## src/rtl/pirl_pkg.sv

```systemverilog
// Constants, types and shared decode for the panel interrupt request latch
package pirl_pkg;

  // ---------------------------------------------------------------
  // Timing
  // ---------------------------------------------------------------
  localparam int CLK_MHZ = 200;
  localparam int LONG_DEBOUNCE_MS = 10;
  localparam int LONG_DEBOUNCE_CYCLES = LONG_DEBOUNCE_MS * CLK_MHZ * 1000;
  localparam int SHORT_DEBOUNCE_NS = 500;
  localparam int SHORT_DEBOUNCE_CYCLES = (SHORT_DEBOUNCE_NS * CLK_MHZ + 999) / 1000;
  localparam int TIMER_W = 21;

  // ---------------------------------------------------------------
  // Lines, vectors and commands
  // ---------------------------------------------------------------
  localparam int NUM_LINES = 8;
  localparam int LOCAL_LINES = 7;
  localparam logic [2:0] CASCADE_LINE = 3'h7;
  localparam int VEC_CODE_LSB = 3;
  localparam int VEC_CODE_MSB = 5;
  // Opcode, base bits and high byte of the call are arbitrary defaults
  localparam logic [7:0] CALL_OPCODE = 8'hCD;
  localparam logic [1:0] VEC_BASE_BITS = 2'h0;
  localparam logic [7:0] VEC_HIGH_BYTE = 8'h00;
  localparam logic [7:0] CMD_EOI = 8'h20;
  localparam logic [7:0] CMD_READ_IRR = 8'h0A;
  localparam logic [7:0] CMD_READ_ISR = 8'h0B;
  localparam logic [7:0] CMD_POLL = 8'h0C;
  localparam logic [7:0] CMD_READ_SVC = 8'h0D;
  localparam int POLL_VALID_BIT = 7;

  // ---------------------------------------------------------------
  // Reset values
  // ---------------------------------------------------------------
  localparam logic [7:0] SYS_MASK_RESET = 8'h00;
  localparam logic [7:0] LOCAL_MASK_RESET = 8'h80;
  localparam logic [7:0] LATCH_RESET = 8'h00;
  localparam logic [1:0] ACK_COUNT_RESET = 2'h0;

  typedef enum logic [3:0] {
    DB_IDLE  = 4'b0001,
    DB_LONG  = 4'b0010,
    DB_SHORT = 4'b0100,
    DB_HOLD  = 4'b1000
  } pirl_db_state_t;

  typedef enum logic [2:0] {
    RSEL_IRR = 3'b001,
    RSEL_ISR = 3'b010,
    RSEL_SVC = 3'b100
  } pirl_rsel_t;

  // Index of the lowest set bit; line 0 has the highest priority
  function automatic logic [2:0] pirl_prio(input logic [7:0] v);
    logic [2:0] code;
    code = 3'h7;
    for (int i = 7; i >= 0; i--)
    begin
      if (v[i])
      begin
        code = 3'(i);
      end
    end
    return code;
  endfunction

endpackage

```

## src/rtl/pirl_top.sv

```systemverilog
// Front panel interrupt latch merged with system and local nested controllers
`timescale 1ns/1ps
module pirl_top
  import pirl_pkg::*;
#(
  parameter int LONG_CYCLES = LONG_DEBOUNCE_CYCLES
)
(
  input wire logic clk_sys_in,
  input wire logic reset_n_in,
  input wire logic [7:0] panel_switch_in,
  input wire logic phase_one_clk_in,
  input wire logic [7:0] bus_request_lines_n_in,
  input wire logic [6:0] local_request_in,
  input wire logic interrupt_acknowledge_n_in,
  input wire logic data_bus_in_strobe_in,
  input wire logic cpu_wr_in,
  input wire logic cpu_rd_in,
  input wire logic cpu_sel_system_in,
  input wire logic cpu_sel_local_in,
  input wire logic cpu_addr0_in,
  input wire logic [7:0] cpu_wdata_in,
  output logic group_select_out,
  output logic cascade_enable_out,
  output logic [7:0] panel_request_out,
  output logic int_request_out,
  output logic [7:0] ack_data_out,
  output logic ack_data_drive_out,
  output logic [7:0] cpu_rdata_out
);

  localparam int SHORT_WAIT = SHORT_DEBOUNCE_CYCLES + 1;

  // ---------------------------------------------------------------
  // Switch encoder and debounce
  // ---------------------------------------------------------------
  pirl_db_state_t db_state_reg;
  pirl_db_state_t db_state_next;
  logic [TIMER_W-1:0] timer_reg;
  logic [TIMER_W-1:0] timer_next;
  logic captured_reg;
  logic captured_next;
  logic any_active;
  logic [2:0] switch_code;
  logic timer_done;
  logic debounce_set;
  logic panel_en;

  assign any_active = |panel_switch_in;
  assign switch_code = pirl_prio(panel_switch_in);
  assign timer_done = (timer_reg == '0);
  // Debounce flip-flop is set from the second timer trigger until idle
  assign debounce_set = (db_state_reg == DB_SHORT) || (db_state_reg == DB_HOLD);

  always_comb
  begin
    db_state_next = db_state_reg;
    timer_next = timer_done ? timer_reg : timer_reg - 1'b1;
    unique case (db_state_reg)
      DB_IDLE:
      begin
        if (any_active)
        begin
          db_state_next = DB_LONG;
          timer_next = TIMER_W'(LONG_CYCLES - 1);
        end
      end
      DB_LONG:
      begin
        if (timer_done && any_active)
        begin
          db_state_next = DB_SHORT;
          timer_next = TIMER_W'(SHORT_DEBOUNCE_CYCLES - 1);
        end
        else if (timer_done)
        begin
          db_state_next = DB_IDLE;
        end
      end
      DB_SHORT:
      begin
        if (timer_done)
        begin
          db_state_next = DB_HOLD;
        end
      end
      DB_HOLD:
      begin
        if (!any_active)
        begin
          db_state_next = DB_IDLE;
        end
      end
    endcase
  end

  // ---------------------------------------------------------------
  // Acknowledge sequence tracking
  // ---------------------------------------------------------------
  logic interrupt_acknowledge_n_prev_reg;
  logic [1:0] ack_count_reg;
  logic [1:0] ack_count_next;
  logic [2:0] svc_vec_reg;
  logic interrupt_acknowledge_n_fall;
  logic ack_first;
  logic ack_second;
  logic [7:0] vec_low_byte;
  logic [7:0] ack_data_next;
  logic ack_drive_next;

  // Three acknowledge cycles per call; the count restarts on the next fall
  assign interrupt_acknowledge_n_fall = interrupt_acknowledge_n_prev_reg && !interrupt_acknowledge_n_in;
  assign ack_count_next = !interrupt_acknowledge_n_fall ? ack_count_reg :
                          (ack_count_reg == 2'h3) ? 2'h1 : ack_count_reg + 2'h1;
  assign ack_first = interrupt_acknowledge_n_fall && (ack_count_next == 2'h1);
  assign ack_second = (ack_count_reg == 2'h2) && !interrupt_acknowledge_n_in;
  // Spacing of eight puts the code in bits 3 to 5
  assign vec_low_byte = {VEC_BASE_BITS, svc_vec_reg, 3'h0};
  assign ack_drive_next = !interrupt_acknowledge_n_in && data_bus_in_strobe_in;
  assign ack_data_next = !ack_drive_next ? ack_data_out :
                         (ack_count_reg == 2'h1) ? CALL_OPCODE :
                         (ack_count_reg == 2'h2) ? vec_low_byte : VEC_HIGH_BYTE;

  // ---------------------------------------------------------------
  // Request latch with ID source multiplexer
  // ---------------------------------------------------------------
  logic [7:0] latch_next;
  logic [7:0] latch_bit;
  logic [2:0] latch_addr;
  logic latch_d;
  logic latch_en;
  logic [2:0] ack_code;

  // Bits 3 to 5 of the vector select the bit; a spacing of four would miss it
  assign ack_code = vec_low_byte[VEC_CODE_MSB:VEC_CODE_LSB];
  // Panel capture waits while an acknowledge owns the multiplexer
  assign panel_en = debounce_set && phase_one_clk_in && !captured_reg && !ack_second && any_active;
  assign latch_addr = ack_second ? ack_code : switch_code;
  assign latch_d = !ack_second;
  assign latch_en = ack_second ? (phase_one_clk_in && data_bus_in_strobe_in) : panel_en;
  assign latch_bit = 8'h01 << latch_addr;
  // Bits change only when enabled, so a set bit holds until cleared
  assign latch_next = !latch_en ? panel_request_out :
                      latch_d ? (panel_request_out | latch_bit) : (panel_request_out & ~latch_bit);
  assign captured_next = (db_state_next == DB_IDLE) ? 1'b0 : (captured_reg || panel_en);

  // ---------------------------------------------------------------
  // System and local controllers
  // ---------------------------------------------------------------
  logic [7:0] sys_req;
  logic [7:0] loc_req;
  logic sys_pend;
  logic [2:0] sys_pend_code;
  logic [2:0] sys_svc_code;
  logic [7:0] sys_isr;
  logic [7:0] sys_mask;
  logic [7:0] sys_irr;
  logic loc_pend;
  logic [2:0] loc_pend_code;
  logic [7:0] loc_isr;
  logic [7:0] loc_mask;
  logic sys_cmd_wr;
  logic loc_cmd_wr;
  logic loc_poll_rd;
  logic poll_armed_reg;

  // Panel bits and bus lines merge without telling them apart
  genvar gi;
  generate
    for (gi = 0; gi < NUM_LINES; gi++)
    begin : g_merge
      if (gi == int'(CASCADE_LINE))
      begin : g_cascade
        assign sys_req[gi] = panel_request_out[gi] || !bus_request_lines_n_in[gi] || loc_pend;
      end
      else
      begin : g_plain
        assign sys_req[gi] = panel_request_out[gi] || !bus_request_lines_n_in[gi];
      end
    end
  endgenerate

  // Local line order: rx0, tx0, rx1, tx1, clock, parallel, I/O; line 7 unused
  assign loc_req = {1'b0, local_request_in};
  assign sys_cmd_wr = cpu_wr_in && cpu_sel_system_in && !cpu_addr0_in;
  assign loc_cmd_wr = cpu_wr_in && cpu_sel_local_in && !cpu_addr0_in;
  assign loc_poll_rd = cpu_rd_in && cpu_sel_local_in && !cpu_addr0_in && poll_armed_reg;

  pirl_nest_ctrl #(
    .MASK_INIT(SYS_MASK_RESET)
  ) u_sys_ctrl (
    .clk_sys_in(clk_sys_in),
    .reset_n_in(reset_n_in),
    .req_in(sys_req),
    .mask_wr_in(cpu_wr_in && cpu_sel_system_in && cpu_addr0_in),
    .mask_data_in(cpu_wdata_in),
    .eoi_in(sys_cmd_wr && (cpu_wdata_in == CMD_EOI)),
    .grant_in(ack_first),
    .pend_out(sys_pend),
    .pend_code_out(sys_pend_code),
    .svc_code_out(sys_svc_code),
    .isr_out(sys_isr),
    .mask_out(sys_mask),
    .irr_out(sys_irr)
  );

  pirl_nest_ctrl #(
    .MASK_INIT(LOCAL_MASK_RESET)
  ) u_loc_ctrl (
    .clk_sys_in(clk_sys_in),
    .reset_n_in(reset_n_in),
    .req_in(loc_req),
    .mask_wr_in(cpu_wr_in && cpu_sel_local_in && cpu_addr0_in),
    .mask_data_in(cpu_wdata_in),
    .eoi_in(loc_cmd_wr && (cpu_wdata_in == CMD_EOI)),
    .grant_in(loc_poll_rd),
    .pend_out(loc_pend),
    .pend_code_out(loc_pend_code),
    .svc_code_out(),
    .isr_out(loc_isr),
    .mask_out(loc_mask),
    .irr_out()
  );

  // ---------------------------------------------------------------
  // Processor status reads and commands
  // ---------------------------------------------------------------
  pirl_rsel_t rsel_reg;
  pirl_rsel_t rsel_next;
  logic poll_armed_next;
  logic [7:0] sys_status;
  logic [7:0] poll_byte;
  logic [7:0] loc_status;
  logic [7:0] rdata_next;

  assign rsel_next = !sys_cmd_wr ? rsel_reg :
                     (cpu_wdata_in == CMD_READ_IRR) ? RSEL_IRR :
                     (cpu_wdata_in == CMD_READ_ISR) ? RSEL_ISR :
                     (cpu_wdata_in == CMD_READ_SVC) ? RSEL_SVC : rsel_reg;
  // Status: pending lines, lines in service, or the code in service
  assign sys_status = (rsel_reg == RSEL_IRR) ? sys_irr :
                      (rsel_reg == RSEL_ISR) ? sys_isr : {5'h00, sys_svc_code};
  assign poll_byte = {loc_pend, 4'h0, loc_pend_code};
  assign loc_status = poll_armed_reg ? poll_byte : loc_isr;
  assign poll_armed_next = (loc_cmd_wr && (cpu_wdata_in == CMD_POLL)) ? 1'b1 :
                           (cpu_rd_in && cpu_sel_local_in && !cpu_addr0_in) ? 1'b0 : poll_armed_reg;
  assign rdata_next = !cpu_rd_in ? cpu_rdata_out :
                      cpu_sel_system_in ? (cpu_addr0_in ? sys_mask : sys_status) :
                      cpu_sel_local_in ? (cpu_addr0_in ? loc_mask : loc_status) : 8'h00;

  // ---------------------------------------------------------------
  // Registers
  // ---------------------------------------------------------------
  always_ff @(posedge clk_sys_in or negedge reset_n_in)
  begin
    if (!reset_n_in)
    begin
      db_state_reg <= DB_IDLE;
      timer_reg <= '0;
      captured_reg <= 1'b0;
      panel_request_out <= LATCH_RESET;
      group_select_out <= 1'b1;
      cascade_enable_out <= 1'b0;
      interrupt_acknowledge_n_prev_reg <= 1'b1;
      ack_count_reg <= ACK_COUNT_RESET;
      svc_vec_reg <= 3'h0;
      ack_data_out <= 8'h00;
      ack_data_drive_out <= 1'b0;
      int_request_out <= 1'b0;
      rsel_reg <= RSEL_IRR;
      poll_armed_reg <= 1'b0;
      cpu_rdata_out <= 8'h00;
    end
    else
    begin
      db_state_reg <= db_state_next;
      timer_reg <= timer_next;
      captured_reg <= captured_next;
      panel_request_out <= latch_next;
      group_select_out <= !any_active;
      cascade_enable_out <= any_active;
      interrupt_acknowledge_n_prev_reg <= interrupt_acknowledge_n_in;
      ack_count_reg <= ack_count_next;
      if (ack_first)
      begin
        svc_vec_reg <= sys_pend_code;
      end
      ack_data_out <= ack_data_next;
      ack_data_drive_out <= ack_drive_next;
      int_request_out <= sys_pend;
      rsel_reg <= rsel_next;
      poll_armed_reg <= poll_armed_next;
      cpu_rdata_out <= rdata_next;
    end
  end

  // ---------------------------------------------------------------
  // Checks
  // ---------------------------------------------------------------
  chk_switch_drives_select: assert property (@(posedge clk_sys_in) disable iff (!reset_n_in)
    any_active |=> (!group_select_out && cascade_enable_out))
    else $error("select outputs wrong while a switch is active");

  chk_lowest_switch_wins: assert property (@(posedge clk_sys_in) disable iff (!reset_n_in)
    (panel_en && panel_switch_in[0]) |=> panel_request_out[0])
    else $error("lowest numbered switch not captured");

  chk_press_starts_long: assert property (@(posedge clk_sys_in) disable iff (!reset_n_in)
    (db_state_reg == DB_IDLE && any_active) |=> (db_state_reg == DB_LONG))
    else $error("press did not start long timer");

  chk_short_needs_switch: assert property (@(posedge clk_sys_in) disable iff (!reset_n_in)
    (db_state_reg == DB_LONG && timer_done && !any_active) |=> (db_state_reg == DB_IDLE))
    else $error("short timer started without active switch");

  chk_short_timer_length: assert property (@(posedge clk_sys_in) disable iff (!reset_n_in)
    $rose(db_state_reg == DB_SHORT) |-> ##[1:SHORT_WAIT] (db_state_reg == DB_HOLD))
    else $error("short timer did not expire in time");

  chk_capture_sets_bit: assert property (@(posedge clk_sys_in) disable iff (!reset_n_in)
    panel_en |=> panel_request_out[$past(switch_code)])
    else $error("capture did not set addressed bit");

  chk_ack_clears_bit: assert property (@(posedge clk_sys_in) disable iff (!reset_n_in)
    (ack_second && phase_one_clk_in && data_bus_in_strobe_in) |=> !panel_request_out[$past(ack_code)])
    else $error("serviced bit not cleared");

  chk_vector_code_bits: assert property (@(posedge clk_sys_in) disable iff (!reset_n_in)
    (ack_count_reg == 2'h2 && ack_drive_next) |=> (ack_data_out[5:3] == $past(svc_vec_reg)))
    else $error("vector low byte lacks service code");

  chk_panel_raises_int: assert property (@(posedge clk_sys_in) disable iff (!reset_n_in)
    ((|(panel_request_out & ~sys_mask)) && sys_isr == 8'h00) |=> int_request_out)
    else $error("panel request did not reach processor");

  chk_debounce_returns_idle: assert property (@(posedge clk_sys_in) disable iff (!reset_n_in)
    (db_state_reg == DB_HOLD && !any_active) |=> (db_state_reg == DB_IDLE && !captured_reg))
    else $error("debounce did not return to idle");

endmodule

```

## src/rtl/pirl_nest_ctrl.sv

```systemverilog
// Fully nested eight line interrupt controller core with mask
`timescale 1ns/1ps
module pirl_nest_ctrl
  import pirl_pkg::*;
#(
  parameter logic [7:0] MASK_INIT = SYS_MASK_RESET
)
(
  input wire logic clk_sys_in,
  input wire logic reset_n_in,
  input wire logic [7:0] req_in,
  input wire logic mask_wr_in,
  input wire logic [7:0] mask_data_in,
  input wire logic eoi_in,
  input wire logic grant_in,
  output logic pend_out,
  output logic [2:0] pend_code_out,
  output logic [2:0] svc_code_out,
  output logic [7:0] isr_out,
  output logic [7:0] mask_out,
  output logic [7:0] irr_out
);

  logic [7:0] mask_reg;
  logic [7:0] isr_reg;
  logic [7:0] isr_next;
  logic [7:0] eligible;
  logic [7:0] grant_bit;
  logic [7:0] eoi_bit;
  logic svc_any;

  assign eligible = req_in & ~mask_reg;
  assign pend_code_out = pirl_prio(eligible);
  assign svc_code_out = pirl_prio(isr_reg);
  assign svc_any = |isr_reg;
  // A higher request may pre-empt the one in service
  assign pend_out = (|eligible) && (!svc_any || (pend_code_out < svc_code_out));
  assign grant_bit = (grant_in && pend_out) ? (8'h01 << pend_code_out) : 8'h00;
  assign eoi_bit = (eoi_in && svc_any) ? (8'h01 << svc_code_out) : 8'h00;
  // A grant in the same cycle as an end of service is kept
  assign isr_next = (isr_reg & ~eoi_bit) | grant_bit;
  assign isr_out = isr_reg;
  assign mask_out = mask_reg;
  assign irr_out = req_in;

  always_ff @(posedge clk_sys_in or negedge reset_n_in)
  begin
    if (!reset_n_in)
    begin
      mask_reg <= MASK_INIT;
      isr_reg <= 8'h00;
    end
    else
    begin
      if (mask_wr_in)
      begin
        mask_reg <= mask_data_in;
      end
      isr_reg <= isr_next;
    end
  end

  chk_grant_marks_service: assert property (@(posedge clk_sys_in) disable iff (!reset_n_in)
    (grant_in && pend_out) |=> isr_reg[$past(pend_code_out)])
    else $error("granted request not marked in service");

  chk_mask_write_takes: assert property (@(posedge clk_sys_in) disable iff (!reset_n_in)
    mask_wr_in |=> (mask_reg == $past(mask_data_in)))
    else $error("mask write not stored");

endmodule

```

## config.mk

```make
export PLATFORM = sky130hd
export DESIGN_NAME = pirl_top
export DESIGN_NICKNAME = d
export VERILOG_FILES = /design/src/rtl/pirl_pkg.sv /design/src/rtl/pirl_top.sv /design/src/rtl/pirl_nest_ctrl.sv
export SDC_FILE = /design/constraint.sdc
export NUM_CORES = 1
export LEC_CHECK = 0
export BUFFER_PORTS_ARGS = -buffer_cell sky130_fd_sc_hd__buf_2
export CAP_MARGIN = 20
export CORE_MARGIN = 3
export CORE_UTILIZATION = 53
export CTS_CLUSTER_SIZE = 20
export DETAILED_ROUTE_END_ITERATION = 6
export GPL_ROUTABILITY_DRIVEN = 0
export GPL_TIMING_DRIVEN = 0
export HOLD_SLACK_MARGIN = 0.02
export PLACE_DENSITY_LB_ADDON = 0.12
export SLEW_MARGIN = 10
export SYNTH_ARGS = -nofsm -noshare
export SYNTH_HDL_FRONTEND = slang
export SYNTH_HIERARCHICAL = 1
export SYNTH_SLANG_ARGS = --single-unit
```

## constraint.sdc

```tcl
create_clock -name clk_sys_in -period 2.6 [get_ports clk_sys_in]
set_input_delay 0.13 -clock clk_sys_in [delete_from_list [all_inputs] [get_ports clk_sys_in]]
set_output_delay 0.13 -clock clk_sys_in [all_outputs]
set_load 0.1 [all_outputs]
```

==> flow_summary.json <==
{
  "clock_sinks": 92,
  "wire_per_inst_um": 17.05,
  "antenna_found_initial": 0,
  "dr.pass1.iters": 4,
  "fin_crit_ns": 2.696,
  "die_h_um": 106.7,
  "routed_wl_um": 14080,
  "hp-class": "input pin to register",
  "io_buffers": 66,
  "vias_per_cell": 5.798,
  "cpPeakStageDelay_ns": 0.43,
  "setup_viol": 3,
  "clock_path_buffers": 2,
  "grt_pass1_wl_um": 22490,
  "cap_violations": 0,
  "worst-setup-path-type": "register to register",
  "placementRows": 36,
  "fin_skew_ns": 0.01002,
  "clk_pin_slew_ns": 0.09,
  "clock_latency_ns": 0.37,
  "crit_chain": "nor2b_4, nor2_2, a21oi_2, ha_4, o21a_1, o21ai_4, a21oi_2, a21oi_2, nor2_1, nand2_1, nand2b_1, a41oi_2, nand3_2, o31ai_2",
  "final_util_pct": 66.31,
  "nFillCells": 818,
  "drc": 0,
  "avgSynthCellArea_um2": 9.249,
  "final_layout_size_suffix_gt1_share_pct": 30.01,
  "power_w": 0.004885,
  "dp_hpwl_um": 10040,
  "track_usage_pct": 24.85,
  "cp-end-kind": "register",
  "critPathRequiredTime_ns": 2.88,
  "violations": "setup timing",
  "drt_iter0_markers": 235,
  "clock-root-buffer": "clkbuf_8",
  "p_leak_nw": 2.718,
  "start_util_pct": 54.73,
  "fin_setup_tns_ns": -0.1791,
  "num_vias": 4789,
  "crit_arrival_ns": 2.98,
  "die_w_um": 106.7,
  "ctsHtreeMaxLevel": 3,
  "fp.dieArea_um2": 11380,
  "fin_ws_ns": -0.09611,
  "largest_reg_flops": 21,
  "slew_viol_final": 0,
  "seq_area_um2": 2317,
  "coreArea_um2": 9819,
  "status": "finished, violations left",
  "critPathLaunchType": "register",
  "n_antenna_cell": 0,
  "netlist_area_um2": 5374,
  "final_nets": 737,
  "multi_input_area_um2": 3007,
  "rsz0062_at_grt": "yes",
  "ir_drop_mv": 1.012,
  "grt_start_max_net_pins": 58,
  "synth_warnings": 6,
  "post_dp_cell_area_um2": 5914,
  "syn_to_final_growth_pct": 21.16,
  "cts_tree": "done",
  "numCtsBuffers": 9,
  "powerDensity_nw_per_um2": 750.3,
  "fmax_mhz": 370.9,
  "hold_viol": 0,
  "cp_common_cell": "a21oi_2",
  "drt.antenna.violating_nets": 0,
  "slowest_stage": "dfrtp_1",
  "grt_pass1_vias": 4617,
  "max_slew_margin_pct": 45.54,
  "overflow": 0,
  "critPathMaxFanout": 4,
  "synthCells": 581,
  "io_pins": 69,
  "worst_pin_slew_ns": 0.8064,
  "postLayoutCellArea_um2": 6511,
  "post-route-period-util_pct": 103.7
}
-- through the flow --
stage / hold WS, ns / cells / setup slack (ns)
6_report: 0.04320 / 826 / -0.09611
2_1_floorplan: -0.1656 / 582 / 0.01272
4_1_cts: 0.02713 / 813 / -0.09160
3_3_place_gp: 0.2764 / 781 / -0.3257
5_1_grt: 0.02974 / 826 / -0.2140
3_5_place_dp: 0.1228 / 782 / -0.3950
-- per-layer routing --
metal / GRT usage (%) / share of wire [%] / vias up
met5: 0 / 0 / -
met4: 6.301 / 1.2 / 0
met3: 7.405 / 6.9 / 17
met2: 40.83 / 49 / 134
met1: 32.31 / 43 / 2354
li1: - / - / 2284
-- power by group --
part / total, W / leakage, nW / switching, W / internal, W
clock network: 0.000972 / 0.0979 / 0.000521 / 0.000451
logic: 0.00206 / 1.54 / 0.00142 / 0.000638
registers: 0.00185 / 1.08 / 0.000215 / 0.00164
-- timing repair --
item / CTS / global route
endpoints found under the setup margin: 10 / 14
cloned: 0 / 0
hold buffers: 2 / 0
buffers inserted: 13 / 13
pin swaps: 12 / 22
resized for setup: 17 / 24
hold endpoints to repair: 33 / 0
-- cell type report --
| class | instances | share of cell area [%] |
|---|---|---|
| Timing Repair Buffer | 95 | 8.839 |
| Inverter | 26 | 1.499 |
| Clock inverter | 5 | 0.9416 |
| Tap cell | 133 | 2.556 |
| Sequential cell | 92 | 35.59 |
| Multi-Input combinational cell | 436 | 46.18 |
| Buffer | 28 | 2.383 |
| Clock buffer | 11 | 2.018 |
-- path summary, 6_finish.rpt --
check	startpoint	endpoint	slack [ns]	cells past startpoint
max	u_loc_ctrl/mask_out[3]	u_sys_ctrl/isr_out[7]	-0.1	14
min	cpu_wdata_in[3]	u_loc_ctrl/mask_out[3]	0.04	2
max reg2reg	u_loc_ctrl/mask_out[3]	u_sys_ctrl/isr_out[7]	-0.1	14
min reg2reg	ack_data_out[3]	ack_data_out[3]	0.49	2
max in group asynchronous	reset_n_in	u_loc_ctrl/mask_out[7]	1.65	3
min in group asynchronous	reset_n_in	u_sys_ctrl/isr_out[0]	0.27	2
-- worst max-delay path: cells and delay by family, from the launching register on --
family          cells  cell delay [ns]
compound gates      7             1.35
simple gates        6             0.59
fa+ha+maj           1             0.23
flops               1             0.43
-- cell usage in the layout (no fill, tap or decap), types with 6 or more instances in the layout --
master	n
a21oi_1	32
a22oi_1	12
and3_1	9
buf_2	66
buf_4	40
clkbuf_1	16
clkbuf_8	9
dfrtp_1	80
dfrtp_2	7
ha_1	6
inv_1	23
mux2_2	23
nand2_1	55
nand2b_1	28
nand3_1	10
nor2_1	43
nor2b_1	17
nor3_1	12
nor4_1	6
o21ai_0	39
o21ai_1	13
xnor2_1	9
Power figures use the tool's default switching activity.
